**config.mk**
```make
export PLATFORM = sky130hd
export DESIGN_NAME = ibpe_engine
export DESIGN_NICKNAME = d
export VERILOG_FILES = /design/src/verilog/ibpe_pkg.sv /design/src/verilog/ibpe_cond_detect.sv /design/src/verilog/ibpe_engine.sv /design/src/verilog/ibpe_line_filter.sv
export SDC_FILE = /design/constraint.sdc
export NUM_CORES = 1
export LEC_CHECK = 0
export BUFFER_PORTS_ARGS = -buffer_cell sky130_fd_sc_hd__buf_4
export CORE_MARGIN = 2
export CORE_UTILIZATION = 53
export CTS_CLUSTER_DIAMETER = 150
export DETAILED_ROUTE_END_ITERATION = 12
export PLACE_DENSITY_LB_ADDON = 0.05
export SKIP_CTS_REPAIR_TIMING = 1
export SLEW_MARGIN = 15
export SYNTH_ARGS = -nofsm -noshare
export SYNTH_HDL_FRONTEND = slang
export SYNTH_HIERARCHICAL = 1
export SYNTH_SLANG_ARGS = --single-unit
export TNS_END_PERCENT = 30
```
**constraint.sdc**
```tcl
create_clock -name ref_clk -period 2 [get_ports ref_clk]
set_input_delay 0.1 -clock ref_clk [delete_from_list [all_inputs] [get_ports ref_clk]]
set_output_delay 0.1 -clock ref_clk [all_outputs]
set_load 0.1 [all_outputs]
```
**src/verilog/ibpe_pkg.sv**
```systemverilog
// constants and carrier types for the two-wire bus protocol engine
// assumes a single 50 MHz clock and an open-drain pad outside the design
package ibpe_pkg;

	// ****************************************
	// timing
	// ****************************************
	localparam int CLK_PERIOD_NS = 20;
	localparam int SCL_PERIOD_NS = 10000;
	localparam int FILT_NS = 60;
	// quarter of a bus clock period, longest time so rounded down
	localparam int QTR_CYC = SCL_PERIOD_NS / (4 * CLK_PERIOD_NS);
	localparam logic [7:0] QTR_LOAD = 8'(QTR_CYC - 1);
	// a level must stand this many cycles before the filter accepts it
	localparam int FILT_CYC = (FILT_NS + CLK_PERIOD_NS - 1) / CLK_PERIOD_NS;
	localparam logic [1:0] FILT_LAST = 2'(FILT_CYC - 1);
	localparam logic [3:0] BIT_ACK = 4'h8;
	localparam logic [3:0] BIT_END = 4'h9;
	localparam logic [1:0] LINE_IDLE = 2'h3;

	// ****************************************
	// carriers
	// ****************************************
	typedef enum logic [1:0] {
		IBPE_CMD_START = 2'b00,
		IBPE_CMD_WRITE = 2'b01,
		IBPE_CMD_READ = 2'b10,
		IBPE_CMD_STOP = 2'b11
	} ibpe_cmd_t;

	typedef struct packed {
		ibpe_cmd_t cmd;
		logic [7:0] data;
		logic nack;
	} ibpe_req_t;

	typedef struct packed {
		logic [7:0] data;
		logic nack;
		logic lost;
	} ibpe_rsp_t;

	typedef struct packed {
		logic scl;
		logic sda;
	} ibpe_line_t;

	typedef struct packed {
		logic start;
		logic stop;
		logic scl_rise;
		logic scl_fall;
		logic busy;
	} ibpe_cond_t;

	typedef enum logic [2:0] {
		IBPE_M_IDLE = 3'b000,
		IBPE_M_START = 3'b001,
		IBPE_M_HOLD = 3'b010,
		IBPE_M_BIT = 3'b011,
		IBPE_M_STOP = 3'b100,
		IBPE_M_LOST = 3'b101
	} ibpe_mst_t;

	typedef enum logic [1:0] {
		IBPE_S_IDLE = 2'b00,
		IBPE_S_ADDR = 2'b01,
		IBPE_S_RX = 2'b10,
		IBPE_S_TX = 2'b11
	} ibpe_slv_t;

endpackage
```
**src/verilog/ibpe_cond_detect.sv**
```systemverilog
// start, stop, clock edge and busy detection from filtered lines
// assumes both inputs are already synchronous to ref_clk
`timescale 1ns/100ps
module ibpe_cond_detect (
	input wire logic ref_clk,
	input wire logic reset_n,
	input wire ibpe_pkg::ibpe_line_t line_filt,
	output ibpe_pkg::ibpe_cond_t cond
);
	typedef struct packed {
		ibpe_pkg::ibpe_line_t prev;
		logic seen_low;
		ibpe_pkg::ibpe_cond_t cond;
	} ibpe_cond_state_t;

	ibpe_cond_state_t st;
	ibpe_cond_state_t next_st;

	// ****************************************
	// detection
	// ****************************************
	always_comb begin
		next_st = st;
		next_st.prev = line_filt;
		next_st.cond.start = st.prev.scl && line_filt.scl && st.prev.sda && !line_filt.sda;
		next_st.cond.stop = st.prev.scl && line_filt.scl && !st.prev.sda && line_filt.sda
			&& st.seen_low;
		next_st.cond.scl_rise = !st.prev.scl && line_filt.scl;
		next_st.cond.scl_fall = st.prev.scl && !line_filt.scl;
		if (next_st.cond.start) begin
			next_st.seen_low = 1'b0;
		end else if (!line_filt.scl) begin
			next_st.seen_low = 1'b1;
		end
		if (next_st.cond.start) begin
			next_st.cond.busy = 1'b1;
		end else if (next_st.cond.stop) begin
			next_st.cond.busy = 1'b0;
		end
	end

	always_ff @(posedge ref_clk or negedge reset_n) begin
		if (!reset_n) begin
			st <= '{prev: ibpe_pkg::LINE_IDLE, seen_low: 1'b0, cond: '0};
		end else begin
			st <= next_st;
		end
	end

	assign cond = st.cond;
endmodule // ibpe_cond_detect

```
**src/verilog/ibpe_engine.sv**
```systemverilog
// two-wire bus protocol engine: master and slave byte engines
// assumes an open-drain pad: oe high pulls the line low, o is always zero
`timescale 1ns/100ps
module ibpe_engine (
	input wire logic ref_clk,
	input wire logic reset_n,
	input wire logic scl_i,
	output logic scl_o,
	output logic scl_oe,
	input wire logic sda_i,
	output logic sda_o,
	output logic sda_oe,
	input wire logic cmd_valid,
	output logic cmd_ready,
	input wire ibpe_pkg::ibpe_req_t cmd,
	output logic rsp_valid,
	output ibpe_pkg::ibpe_rsp_t rsp,
	input wire logic slave_en,
	input wire logic [6:0] own_addr,
	output logic rx_valid,
	output logic [7:0] rx_data,
	input wire logic tx_valid,
	input wire logic [7:0] tx_data,
	output logic tx_ready,
	output logic bus_busy,
	output logic collision
);
	typedef struct packed {
		ibpe_pkg::ibpe_mst_t ms;
		logic [1:0] ph;
		logic [7:0] div;
		logic [3:0] mbit;
		logic [7:0] msh;
		logic m_rd;
		logic m_nack_tx;
		logic m_scl_low;
		logic m_sda_low;
		logic rsp_valid;
		ibpe_pkg::ibpe_rsp_t rsp;
		logic collide;
		ibpe_pkg::ibpe_slv_t ss;
		logic [3:0] scnt;
		logic [7:0] ssh;
		logic s_sda_low;
		logic s_hold;
		logic s_ack_ok;
		logic rx_valid;
		logic [7:0] rx_data;
	} ibpe_eng_state_t;

	ibpe_eng_state_t st;
	ibpe_eng_state_t next_st;
	ibpe_pkg::ibpe_line_t lf;
	ibpe_pkg::ibpe_cond_t cond;
	logic tick;
	logic m_act;

	// ****************************************
	// line conditioning
	// ****************************************
	ibpe_line_filter u_filter (
		.ref_clk(ref_clk),
		.reset_n(reset_n),
		.line_raw('{scl: scl_i, sda: sda_i}),
		.line_filt(lf)
	);

	ibpe_cond_detect u_cond (
		.ref_clk(ref_clk),
		.reset_n(reset_n),
		.line_filt(lf),
		.cond(cond)
	);

	// ****************************************
	// helpers
	// ****************************************
	// lost arbitration: release both lines and report at once
	function automatic ibpe_eng_state_t ibpe_lose(input ibpe_eng_state_t s);
		ibpe_eng_state_t r;
		r = s;
		r.ms = ibpe_pkg::IBPE_M_LOST;
		r.m_sda_low = 1'b0;
		r.m_scl_low = 1'b0;
		r.collide = 1'b1;
		r.rsp_valid = 1'b1;
		r.rsp.lost = 1'b1;
		return r;
	endfunction

	assign m_act = st.ms != ibpe_pkg::IBPE_M_IDLE && st.ms != ibpe_pkg::IBPE_M_LOST;
	assign cmd_ready = (st.ms == ibpe_pkg::IBPE_M_IDLE && cmd.cmd == ibpe_pkg::IBPE_CMD_START
		&& !cond.busy) || st.ms == ibpe_pkg::IBPE_M_HOLD;

	// ****************************************
	// next state
	// ****************************************
	always_comb begin
		next_st = st;
		tick = 1'b0;
		next_st.rsp_valid = 1'b0;
		next_st.collide = 1'b0;
		next_st.rx_valid = 1'b0;
		// divider reloaded while scl held low in phase 1
		if (m_act) begin
			if (st.ph == 2'h1 && !lf.scl) begin
				next_st.div = ibpe_pkg::QTR_LOAD;
			end else if (st.div == 8'h00) begin
				tick = 1'b1;
				next_st.div = ibpe_pkg::QTR_LOAD;
			end else begin
				next_st.div = st.div - 8'h01;
			end
		end
		case (st.ms)
			ibpe_pkg::IBPE_M_IDLE: begin
				next_st.m_scl_low = 1'b0;
				next_st.m_sda_low = 1'b0;
				if (cmd_valid && cmd_ready) begin
					next_st.ms = ibpe_pkg::IBPE_M_START;
					next_st.ph = 2'h0;
					next_st.div = ibpe_pkg::QTR_LOAD;
				end
			end
			ibpe_pkg::IBPE_M_HOLD: begin
				if (cmd_valid) begin
					next_st.ph = 2'h0;
					next_st.div = ibpe_pkg::QTR_LOAD;
					next_st.mbit = 4'h0;
					case (cmd.cmd)
						ibpe_pkg::IBPE_CMD_START: begin
							next_st.ms = ibpe_pkg::IBPE_M_START;
							next_st.m_sda_low = 1'b0;
						end
						ibpe_pkg::IBPE_CMD_WRITE: begin
							next_st.ms = ibpe_pkg::IBPE_M_BIT;
							next_st.m_rd = 1'b0;
							next_st.msh = cmd.data;
							next_st.m_sda_low = !cmd.data[7];
						end
						ibpe_pkg::IBPE_CMD_READ: begin
							next_st.ms = ibpe_pkg::IBPE_M_BIT;
							next_st.m_rd = 1'b1;
							next_st.m_nack_tx = cmd.nack;
							next_st.m_sda_low = 1'b0;
						end
						ibpe_pkg::IBPE_CMD_STOP: begin
							next_st.ms = ibpe_pkg::IBPE_M_STOP;
							next_st.m_sda_low = 1'b1;
						end
						default: next_st.ms = ibpe_pkg::IBPE_M_HOLD;
					endcase
				end
			end
			ibpe_pkg::IBPE_M_START: begin
				if (tick) begin
					next_st.ph = st.ph + 2'h1;
					case (st.ph)
						2'h0: next_st.m_scl_low = 1'b0;
						2'h1: begin
							if (!lf.sda) begin
								next_st = ibpe_lose(next_st);
							end else begin
								next_st.m_sda_low = 1'b1;
							end
						end
						2'h2: next_st.m_scl_low = 1'b1;
						default: begin
							next_st.ms = ibpe_pkg::IBPE_M_HOLD;
							next_st.rsp_valid = 1'b1;
							next_st.rsp = '0;
						end
					endcase
				end
			end
			ibpe_pkg::IBPE_M_BIT: begin
				if (tick) begin
					next_st.ph = st.ph + 2'h1;
					case (st.ph)
						2'h0: next_st.m_scl_low = 1'b0;
						2'h1: begin
							if (!st.m_rd && st.mbit < ibpe_pkg::BIT_ACK && !st.m_sda_low
								&& !lf.sda) begin
								next_st = ibpe_lose(next_st);
							end else if (st.mbit < ibpe_pkg::BIT_ACK) begin
								next_st.msh = {st.msh[6:0], lf.sda};
							end else if (!st.m_rd) begin
								next_st.rsp.nack = lf.sda;
							end
						end
						2'h2: next_st.m_scl_low = 1'b1;
						default: begin
							if (st.mbit == ibpe_pkg::BIT_ACK) begin
								next_st.ms = ibpe_pkg::IBPE_M_HOLD;
								next_st.rsp_valid = 1'b1;
								next_st.rsp.data = st.msh;
								next_st.rsp.lost = 1'b0;
								if (st.m_rd) begin
									next_st.rsp.nack = st.m_nack_tx;
								end
							end else begin
								next_st.mbit = st.mbit + 4'h1;
								// master ack or nack on read
								if (st.mbit + 4'h1 < ibpe_pkg::BIT_ACK) begin
									next_st.m_sda_low = !st.m_rd && !st.msh[7];
								end else begin
									next_st.m_sda_low = st.m_rd && !st.m_nack_tx;
								end
							end
						end
					endcase
				end
			end
			ibpe_pkg::IBPE_M_STOP: begin
				if (tick) begin
					next_st.ph = st.ph + 2'h1;
					case (st.ph)
						2'h0: next_st.m_scl_low = 1'b0;
						2'h1: next_st.m_sda_low = 1'b0;
						2'h2: next_st.m_sda_low = 1'b0;
						default: begin
							if (!lf.sda) begin
								next_st = ibpe_lose(next_st);
							end else begin
								next_st.ms = ibpe_pkg::IBPE_M_IDLE;
								next_st.rsp_valid = 1'b1;
								next_st.rsp.lost = 1'b0;
							end
						end
					endcase
				end
			end
			ibpe_pkg::IBPE_M_LOST: begin
				next_st.m_sda_low = 1'b0;
				next_st.m_scl_low = 1'b0;
				if (cond.stop || !cond.busy) begin
					next_st.ms = ibpe_pkg::IBPE_M_IDLE;
				end
			end
			default: next_st.ms = ibpe_pkg::IBPE_M_IDLE;
		endcase

		// ****************************************
		// slave
		// ****************************************
		if (!slave_en || cond.stop) begin
			next_st.ss = ibpe_pkg::IBPE_S_IDLE;
			next_st.s_sda_low = 1'b0;
			next_st.s_hold = 1'b0;
		end else if (cond.start) begin
			next_st.ss = ibpe_pkg::IBPE_S_ADDR;
			next_st.scnt = 4'h0;
			next_st.s_sda_low = 1'b0;
			next_st.s_hold = 1'b0;
		end else if (st.ss != ibpe_pkg::IBPE_S_IDLE) begin
			if (st.s_hold) begin
				if (tx_valid) begin
					next_st.ssh = tx_data;
					next_st.s_sda_low = !tx_data[7];
					next_st.s_hold = 1'b0;
				end
			end else if (cond.scl_rise) begin
				next_st.scnt = st.scnt + 4'h1;
				if (st.scnt < ibpe_pkg::BIT_ACK) begin
					next_st.ssh = {st.ssh[6:0], lf.sda};
					if (st.ss == ibpe_pkg::IBPE_S_TX && !st.s_sda_low && !lf.sda) begin
						next_st.collide = 1'b1;
						next_st.ss = ibpe_pkg::IBPE_S_IDLE;
					end
					if (st.ss == ibpe_pkg::IBPE_S_RX && st.scnt == 4'h7) begin
						next_st.rx_valid = 1'b1;
						next_st.rx_data = {st.ssh[6:0], lf.sda};
					end
				end else begin
					next_st.s_ack_ok = !lf.sda;
				end
			end else if (cond.scl_fall) begin
				if (st.scnt == ibpe_pkg::BIT_ACK) begin
					case (st.ss)
						ibpe_pkg::IBPE_S_ADDR: begin
							if (st.ssh[7:1] == own_addr) begin
								next_st.s_sda_low = 1'b1;
								next_st.ss = st.ssh[0] ? ibpe_pkg::IBPE_S_TX : ibpe_pkg::IBPE_S_RX;
							end else begin
								next_st.ss = ibpe_pkg::IBPE_S_IDLE;
							end
						end
						ibpe_pkg::IBPE_S_RX: next_st.s_sda_low = 1'b1;
						default: next_st.s_sda_low = 1'b0;
					endcase
				end else if (st.scnt == ibpe_pkg::BIT_END) begin
					next_st.scnt = 4'h0;
					next_st.s_sda_low = 1'b0;
					if (st.ss == ibpe_pkg::IBPE_S_TX) begin
						if (st.s_ack_ok) begin
							next_st.s_hold = 1'b1;
						end else begin
							next_st.ss = ibpe_pkg::IBPE_S_IDLE;
						end
					end
				end else if (st.ss == ibpe_pkg::IBPE_S_TX && st.scnt != 4'h0) begin
					// slave data moves on falling scl
					next_st.s_sda_low = !st.ssh[7];
				end
			end
		end
	end

	always_ff @(posedge ref_clk or negedge reset_n) begin
		if (!reset_n) begin
			st <= '0;
		end else begin
			st <= next_st;
		end
	end

	// ****************************************
	// outputs
	// ****************************************
	// open-drain: only ever pull low
	assign scl_o = 1'b0;
	assign sda_o = 1'b0;
	assign scl_oe = st.m_scl_low || st.s_hold;
	assign sda_oe = st.m_sda_low || st.s_sda_low;
	assign rsp_valid = st.rsp_valid;
	assign rsp = st.rsp;
	assign rx_valid = st.rx_valid;
	assign rx_data = st.rx_data;
	assign tx_ready = st.s_hold;
	assign bus_busy = cond.busy;
	assign collision = st.collide;
endmodule // ibpe_engine

```
**src/verilog/ibpe_line_filter.sv**
```systemverilog
// two-flop synchroniser and glitch filter for both bus lines
// assumes raw pad levels arrive asynchronously to ref_clk
`timescale 1ns/100ps
module ibpe_line_filter (
	input wire logic ref_clk,
	input wire logic reset_n,
	input wire ibpe_pkg::ibpe_line_t line_raw,
	output ibpe_pkg::ibpe_line_t line_filt
);
	typedef struct packed {
		logic [1:0] s1;
		logic [1:0] s2;
		logic [1:0][1:0] cnt;
		logic [1:0] filt;
	} ibpe_filt_state_t;

	ibpe_filt_state_t st;
	ibpe_filt_state_t next_st;

	// ****************************************
	// filter
	// ****************************************
	// sync then filter
	always_comb begin
		next_st = st;
		next_st.s1 = line_raw;
		next_st.s2 = st.s1;
		for (int i = 0; i < 2; i++) begin
			if (st.s2[i] == st.filt[i]) begin
				next_st.cnt[i] = 2'h0;
			end else if (st.cnt[i] == ibpe_pkg::FILT_LAST) begin
				next_st.cnt[i] = 2'h0;
				next_st.filt[i] = st.s2[i];
			end else begin
				next_st.cnt[i] = st.cnt[i] + 2'h1;
			end
		end
	end

	// lines idle high, so reset to released levels
	always_ff @(posedge ref_clk or negedge reset_n) begin
		if (!reset_n) begin
			st <= '{s1: ibpe_pkg::LINE_IDLE, s2: ibpe_pkg::LINE_IDLE, cnt: '0,
				filt: ibpe_pkg::LINE_IDLE};
		end else begin
			st <= next_st;
		end
	end

	assign line_filt = st.filt;
endmodule // ibpe_line_filter

```
; Word-level counts from Yosys, hierarchy flattened
; Index checks and enable logic that the tools add are counted.
[totals]
register_bits = 85
elab_cells = 296
[op_classes]
add_sub_neg = 6
magnitude_cmp = 3
n_eq_ne = 56
mux = 115
bitwise_logic = 5
n_reduce_logical = 75
[op_table]
columns = operator, n
row1 = 67-bit two-way mux, 3
row2 = 27-bit two-way mux, 6
row3 = 38-bit one-hot mux with 3 select lines, 1
row4 = 10-bit two-way mux, 8
row5 = 38-bit two-way mux, 2
row6 = 8-bit two-way mux, 9
row7 = 28-bit two-way mux, 2
row8 = 14-bit one-hot mux with 4 select lines, 1
row9 = 10-bit one-hot mux with 5 select lines, 1
row10 = 2-bit != test (second input constant), 18
row11 = 3-bit != test (second input constant), 11
row12 = 1-bit two-way mux, 31
row13 = 2-bit two-way mux, 15
row14 = 24-bit two-way mux, 1
row15 = 6-bit two-way mux, 4
row16 = 12-bit one-hot mux with 2 select lines, 1
row17 = 12-bit AND reduction, 2
row18 = 1-bit logical AND, 22
row19 = 11-bit two-way mux, 2
row20 = 11-bit one-hot mux with 2 select lines, 1
row21 = 10-bit AND reduction, 2
row22 = 9-bit two-way mux, 2
row23 = 3-bit one-hot mux with 6 select lines, 1
row24 = 6-bit AND reduction, 3
row25 = other kinds (44), 111

; Logic depth before layout (Yosys ltp)
[logic_depth]
ltp_word = 18
depth_mapped = 9
depth_no_buf = 7

; Modules after synthesis
; Netlist, hierarchy kept.
[by_module_without_submodules]
columns = module, instances, cells_each, area_per_inst_um2
row1 = ibpe_engine, 1, 490, 4393.0
row2 = ibpe_line_filter, 1, 22, 372.9
row3 = ibpe_cond_detect, 1, 23, 311.5

; Worst setup path before layout
; No wires, ideal clock.
[synth_timing]
kind = register -> output
start = register st[65] (netlist name)
end = output port cmd_ready
arrival_ns = 2.945
required_time_ns = 1.900
setup_slack_ns = -1.045
stages_incl_launch_ff = 5
n_path_buf = 2
path_cell_list = dfrtp_1 buf_2 buf_1 nor2_1 nor3_1
[synth_between]
elab_chain_len = 4
[synth_rtl]
columns = element, line
row1 = "start, declared", ibpe_engine.sv:51  ; ibpe_eng_state_t st;
row2 = "start signal, assigned", ibpe_engine.sv:313  ; st <= next_st;
row3 = 3-bit zero test, ibpe_engine.sv:92  ; assign cmd_ready = (st.ms == ibpe_pkg::IBPE_M_IDLE && cmd.cmd == ibpe_pkg::IBPE_CMD_START
row4 = 1-bit logical AND, ibpe_engine.sv:92
row5 = 1-bit logical AND, ibpe_engine.sv:93  ; && !cond.busy) || st.ms == ibpe_pkg::IBPE_M_HOLD;
row6 = 1-bit logical OR *, ibpe_engine.sv:93
row7 = "end, declared", ibpe_engine.sv:14  ; output logic cmd_ready,
; Mark *: on every way between the ends. The rest lies on a longest branch, timed or not.

; Final worst setup path
[layout_timing]
start = register st[62] (netlist name)
end = register st[64] (netlist name)
[layout_between]
elab_chain_len = 6
[layout_rtl]
columns = element, line
row1 = 2-bit by 1-bit == test with 1-bit output, -
row2 = 1-bit logical AND, ibpe_engine.sv:106  ; if (st.ph == 2'h1 && !lf.scl) begin
row3 = 1-bit two-way mux, ibpe_engine.sv:106
row4 = 1-bit two-way mux, ibpe_engine.sv:105  ; if (m_act) begin
row5 = 2-bit != test (no line), -
row6 = 12-bit AND reduction (no line), -
; Parallel ways exist; a longest one is shown, timed or not. The select of a mux whose other input is x is not followed.
; A chain may end at the register's enable or synchronous reset.

==> flow_summary.json <==
{
  "run_status": "finished clean",
  "vdd_drop_max_uv": 730.8,
  "nets": 678,
  "clock_sinks": 85,
  "hold_viol": 0,
  "htreeDepth": 3,
  "avgViaCountPerCell": 5.518,
  "arrival_ps": 2250,
  "dpl_worst_slack_ps": -40.52,
  "crit_cells": 8,
  "p_sw_mw": 2.124,
  "crit_buf_inv": 2,
  "maxSlewViolCount": 0,
  "diodes": 0,
  "worstMarginPinSlew_ps": 515.1,
  "power_mw": 5.703,
  "wire_per_inst_um": 16.11,
  "gp_congestion": 0.9110,
  "end_kind": "register",
  "io_buffers": 58,
  "syn_area_mm2": 0.005077,
  "yosysWarningCount": 6,
  "ctsRootBufferMaster": "clkbuf_8",
  "hpwlAfterDp_um": 9263,
  "num_vias": 4188,
  "worstPathRequired_ps": 2250,
  "period_needed_ps": 1997,
  "crit_family": "flip-flops",
  "grt_overflow": 0,
  "cp_common_cell": "buf_6",
  "setup_slack_ps": 2.944,
  "dieArea_mm2": 0.01038,
  "holdPathStages": 3,
  "cts_buffer_depth": 2,
  "core-area_mm2": 0.009284,
  "cp_cell_sequence": "buf_6 -> ha_4 -> buf_6 -> nand2_4 -> nor2_4 -> o41ai_2 -> nand4_1 -> mux2_4",
  "rsz0062_at_grt": "true",
  "synth-seq-cells": 85,
  "drc_errors": 0,
  "switching_share": 0.3724,
  "clkTransAtPathRegs_ps": 90,
  "critPathKind": "reg -> reg",
  "die_y_um": 101.9,
  "hold_class": "in -> reg",
  "num_rows": 35,
  "tritoncts": "built",
  "max_clock_freq_mhz": 500.7,
  "drive_gt1_frac": 0.3079,
  "p_seq_frac": 0.445,
  "start_util": 0.5469,
  "cp-start-kind": "register",
  "drt_iter0_markers": 198,
  "boundaryPins": 61,
  "r2r_cells": 8,
  "fp.dieW_um": 101.9,
  "crit_fanout": 5,
  "p_leak_nw": 2.806,
  "synth_edf_count": 0,
  "grt_pass1_vias": 4237,
  "ant_nets": 0,
  "cp_slowest_stage_delay_ps": 390,
  "synth.distinct_cells": 78,
  "first_pass_iters": 5,
  "syn_to_final_growth_pct": 22.92,
  "max_slew_margin": 0.6566,
  "max_cap_viol_count": 0,
  "worst_skew_pair.late_latency_ps": 360,
  "clock_power_share": 0.209,
  "slowest_stage": "dfrtp_1",
  "grt_use_total": 0.2492,
  "p_comb_frac": 0.346,
  "avgSynthCellArea_um2": 9.490,
  "powerDensity_mw_per_mm2": 913.8,
  "cts_made_buffers": 9,
  "grt_pass1_wl_um": 20190,
  "antenna_found_initial": 0,
  "wirelength_um": 12230,
  "grt_max_degree": 49,
  "syn-instance-count": 535,
  "ys.flop_type": "dfrtp_1",
  "power.internal_mw": 3.579,
  "synthArstFlopShare": 1.000,
  "finalSetupViolations": 0,
  "min_period_over_period": 0.9985,
  "clock_skew_ps": 16.72,
  "ys_seq_area_frac": 0.4209
}
==> layer usage <==
layer | wire length, um | vias up | track usage | part of all wire
met5 | 0 | - | 0 | 0
met4 | 282 | 0 | 0.08821 | 0.023
met3 | 583 | 26 | 0.05746 | 0.048
met2 | 6099 | 100 | 0.4211 | 0.50
met1 | 5260 | 2024 | 0.3156 | 0.43
li1 | - | 2038 | - | -
==> worst min-delay path, stage by stage <==
cell and delay (ps):
buf_4 110, nand2_1 70, a31oi_1 70
==> sequential cells by signal, summed over array words and instances, names as in the netlist <==
register / cells
u_filter/next_st: 2
u_cond/cond: 5
u_filter/st: 6
u_cond/st: 3
u_filter/line_filt: 2
rx_data: 8
rx_valid: 1
st: 45
rsp: 10
collision: 1
tx_ready: 1
rsp_valid: 1
==> worst paths after layout <==
check | from | end | slack [ps]
min reg2reg | u_filter/next_st[7] | u_filter/st[7] | 350
max reg2reg | st[62] | st[64] | 3
min | tx_data[7] | st[19] | 20
min in group asynchronous | reset_n | st[20] | 240
max | st[62] | st[64] | 3
max in group asynchronous | reset_n | u_filter/next_st[6] | 1080
==> area by class of cell <==
| type | count | area (um2) |
|---|---|---|
| Sequential cell | 85 | 2142 |
| Clock inverter | 5 | 42.54 |
| Fill cell | 783 | 3043 |
| Multi-Input combinational cell | 376 | 2639 |
| Inverter | 23 | 86.33 |
| Clock buffer | 11 | 151.4 |
| Timing Repair Buffer | 130 | 1018 |
| Tap cell | 129 | 161.4 |
==> cell families after synthesis <==
| family | share of synthesized area |
|---|---|
| simple gates | 0.2164 |
| compound gates | 0.1582 |
| flops | 0.4209 |
| buf+inv | 0.07984 |
| mux | 0.04534 |
| fa+ha+maj | 0.04929 |
| xor+xnor | 0.02932 |
| other cells | 0.0007386 |
==> power by group through the flow <==
stage	clock, mW	sequential [mW]	combinational, mW
finish	1.19	2.54	1.97
global route	1.31	2.59	2.18
CTS	1.23	2.53	1.91
detailed placement	0	2.56	1.90
global placement	0	2.55	1.85
floorplan	0	2.45	1.35
==> stage by stage <==
stage,TNS (ps),util,instances,hold slack (ps),instance area [um2]
CTS,-161.7,0.6536,750,-298.5,6068
global placement,0,0.6327,734,100.4,5874
detailed placement,-107.3,0.6327,734,100.5,5874
global route,-1039,0.6722,759,31.32,6241
finish,0,0.6722,759,24.97,6241
floorplan,-57.37,-,536,-195.6,5100
==> synthesized netlist by cell type, drive strengths merged (6+ instances only) <==
| cell | instances | area, um2 |
|---|---|---|
| o21ai | 26 | 130.1 |
| nand3 | 16 | 85.08 |
| inv | 23 | 86.33 |
| nor2b | 12 | 90.09 |
| nand2 | 60 | 227.7 |
| a31oi | 6 | 37.54 |
| ha | 20 | 250.2 |
| buf | 39 | 270.3 |
| nor2 | 39 | 146.4 |
| dfrtp | 77 | 1927 |
| dfstp | 8 | 210.2 |
| nor3 | 10 | 71.32 |
| mux2 | 10 | 120.1 |
| xnor2 | 12 | 105.1 |
| a22o | 10 | 87.58 |
| nand4 | 8 | 50.05 |
| a22oi | 9 | 67.56 |
| mux2i | 11 | 110.1 |
| clkbuf | 13 | 48.80 |
| a21oi | 33 | 183.9 |
| nand2b | 7 | 43.79 |
==> cell usage in the layout, fill, tap and decap left out, drive strengths merged, types with 5 or more instances in the layout <==
cell    instances
a22o           10
nand2          60
a31oi           6
nand3b          5
mux2i          11
inv            25
a22oi           9
nand3          16
clkbuf         11
a21oi          33
or3             5
ha             20
xor2            5
mux2           10
nand2b          7
nor2           39
nor3           10
dfstp           8
dfrtp          77
nor2b          12
buf           126
o21ai          26
nand4           8
nor4            5
xnor2          12
No activity file was read; power rests on OpenSTA's default activity.
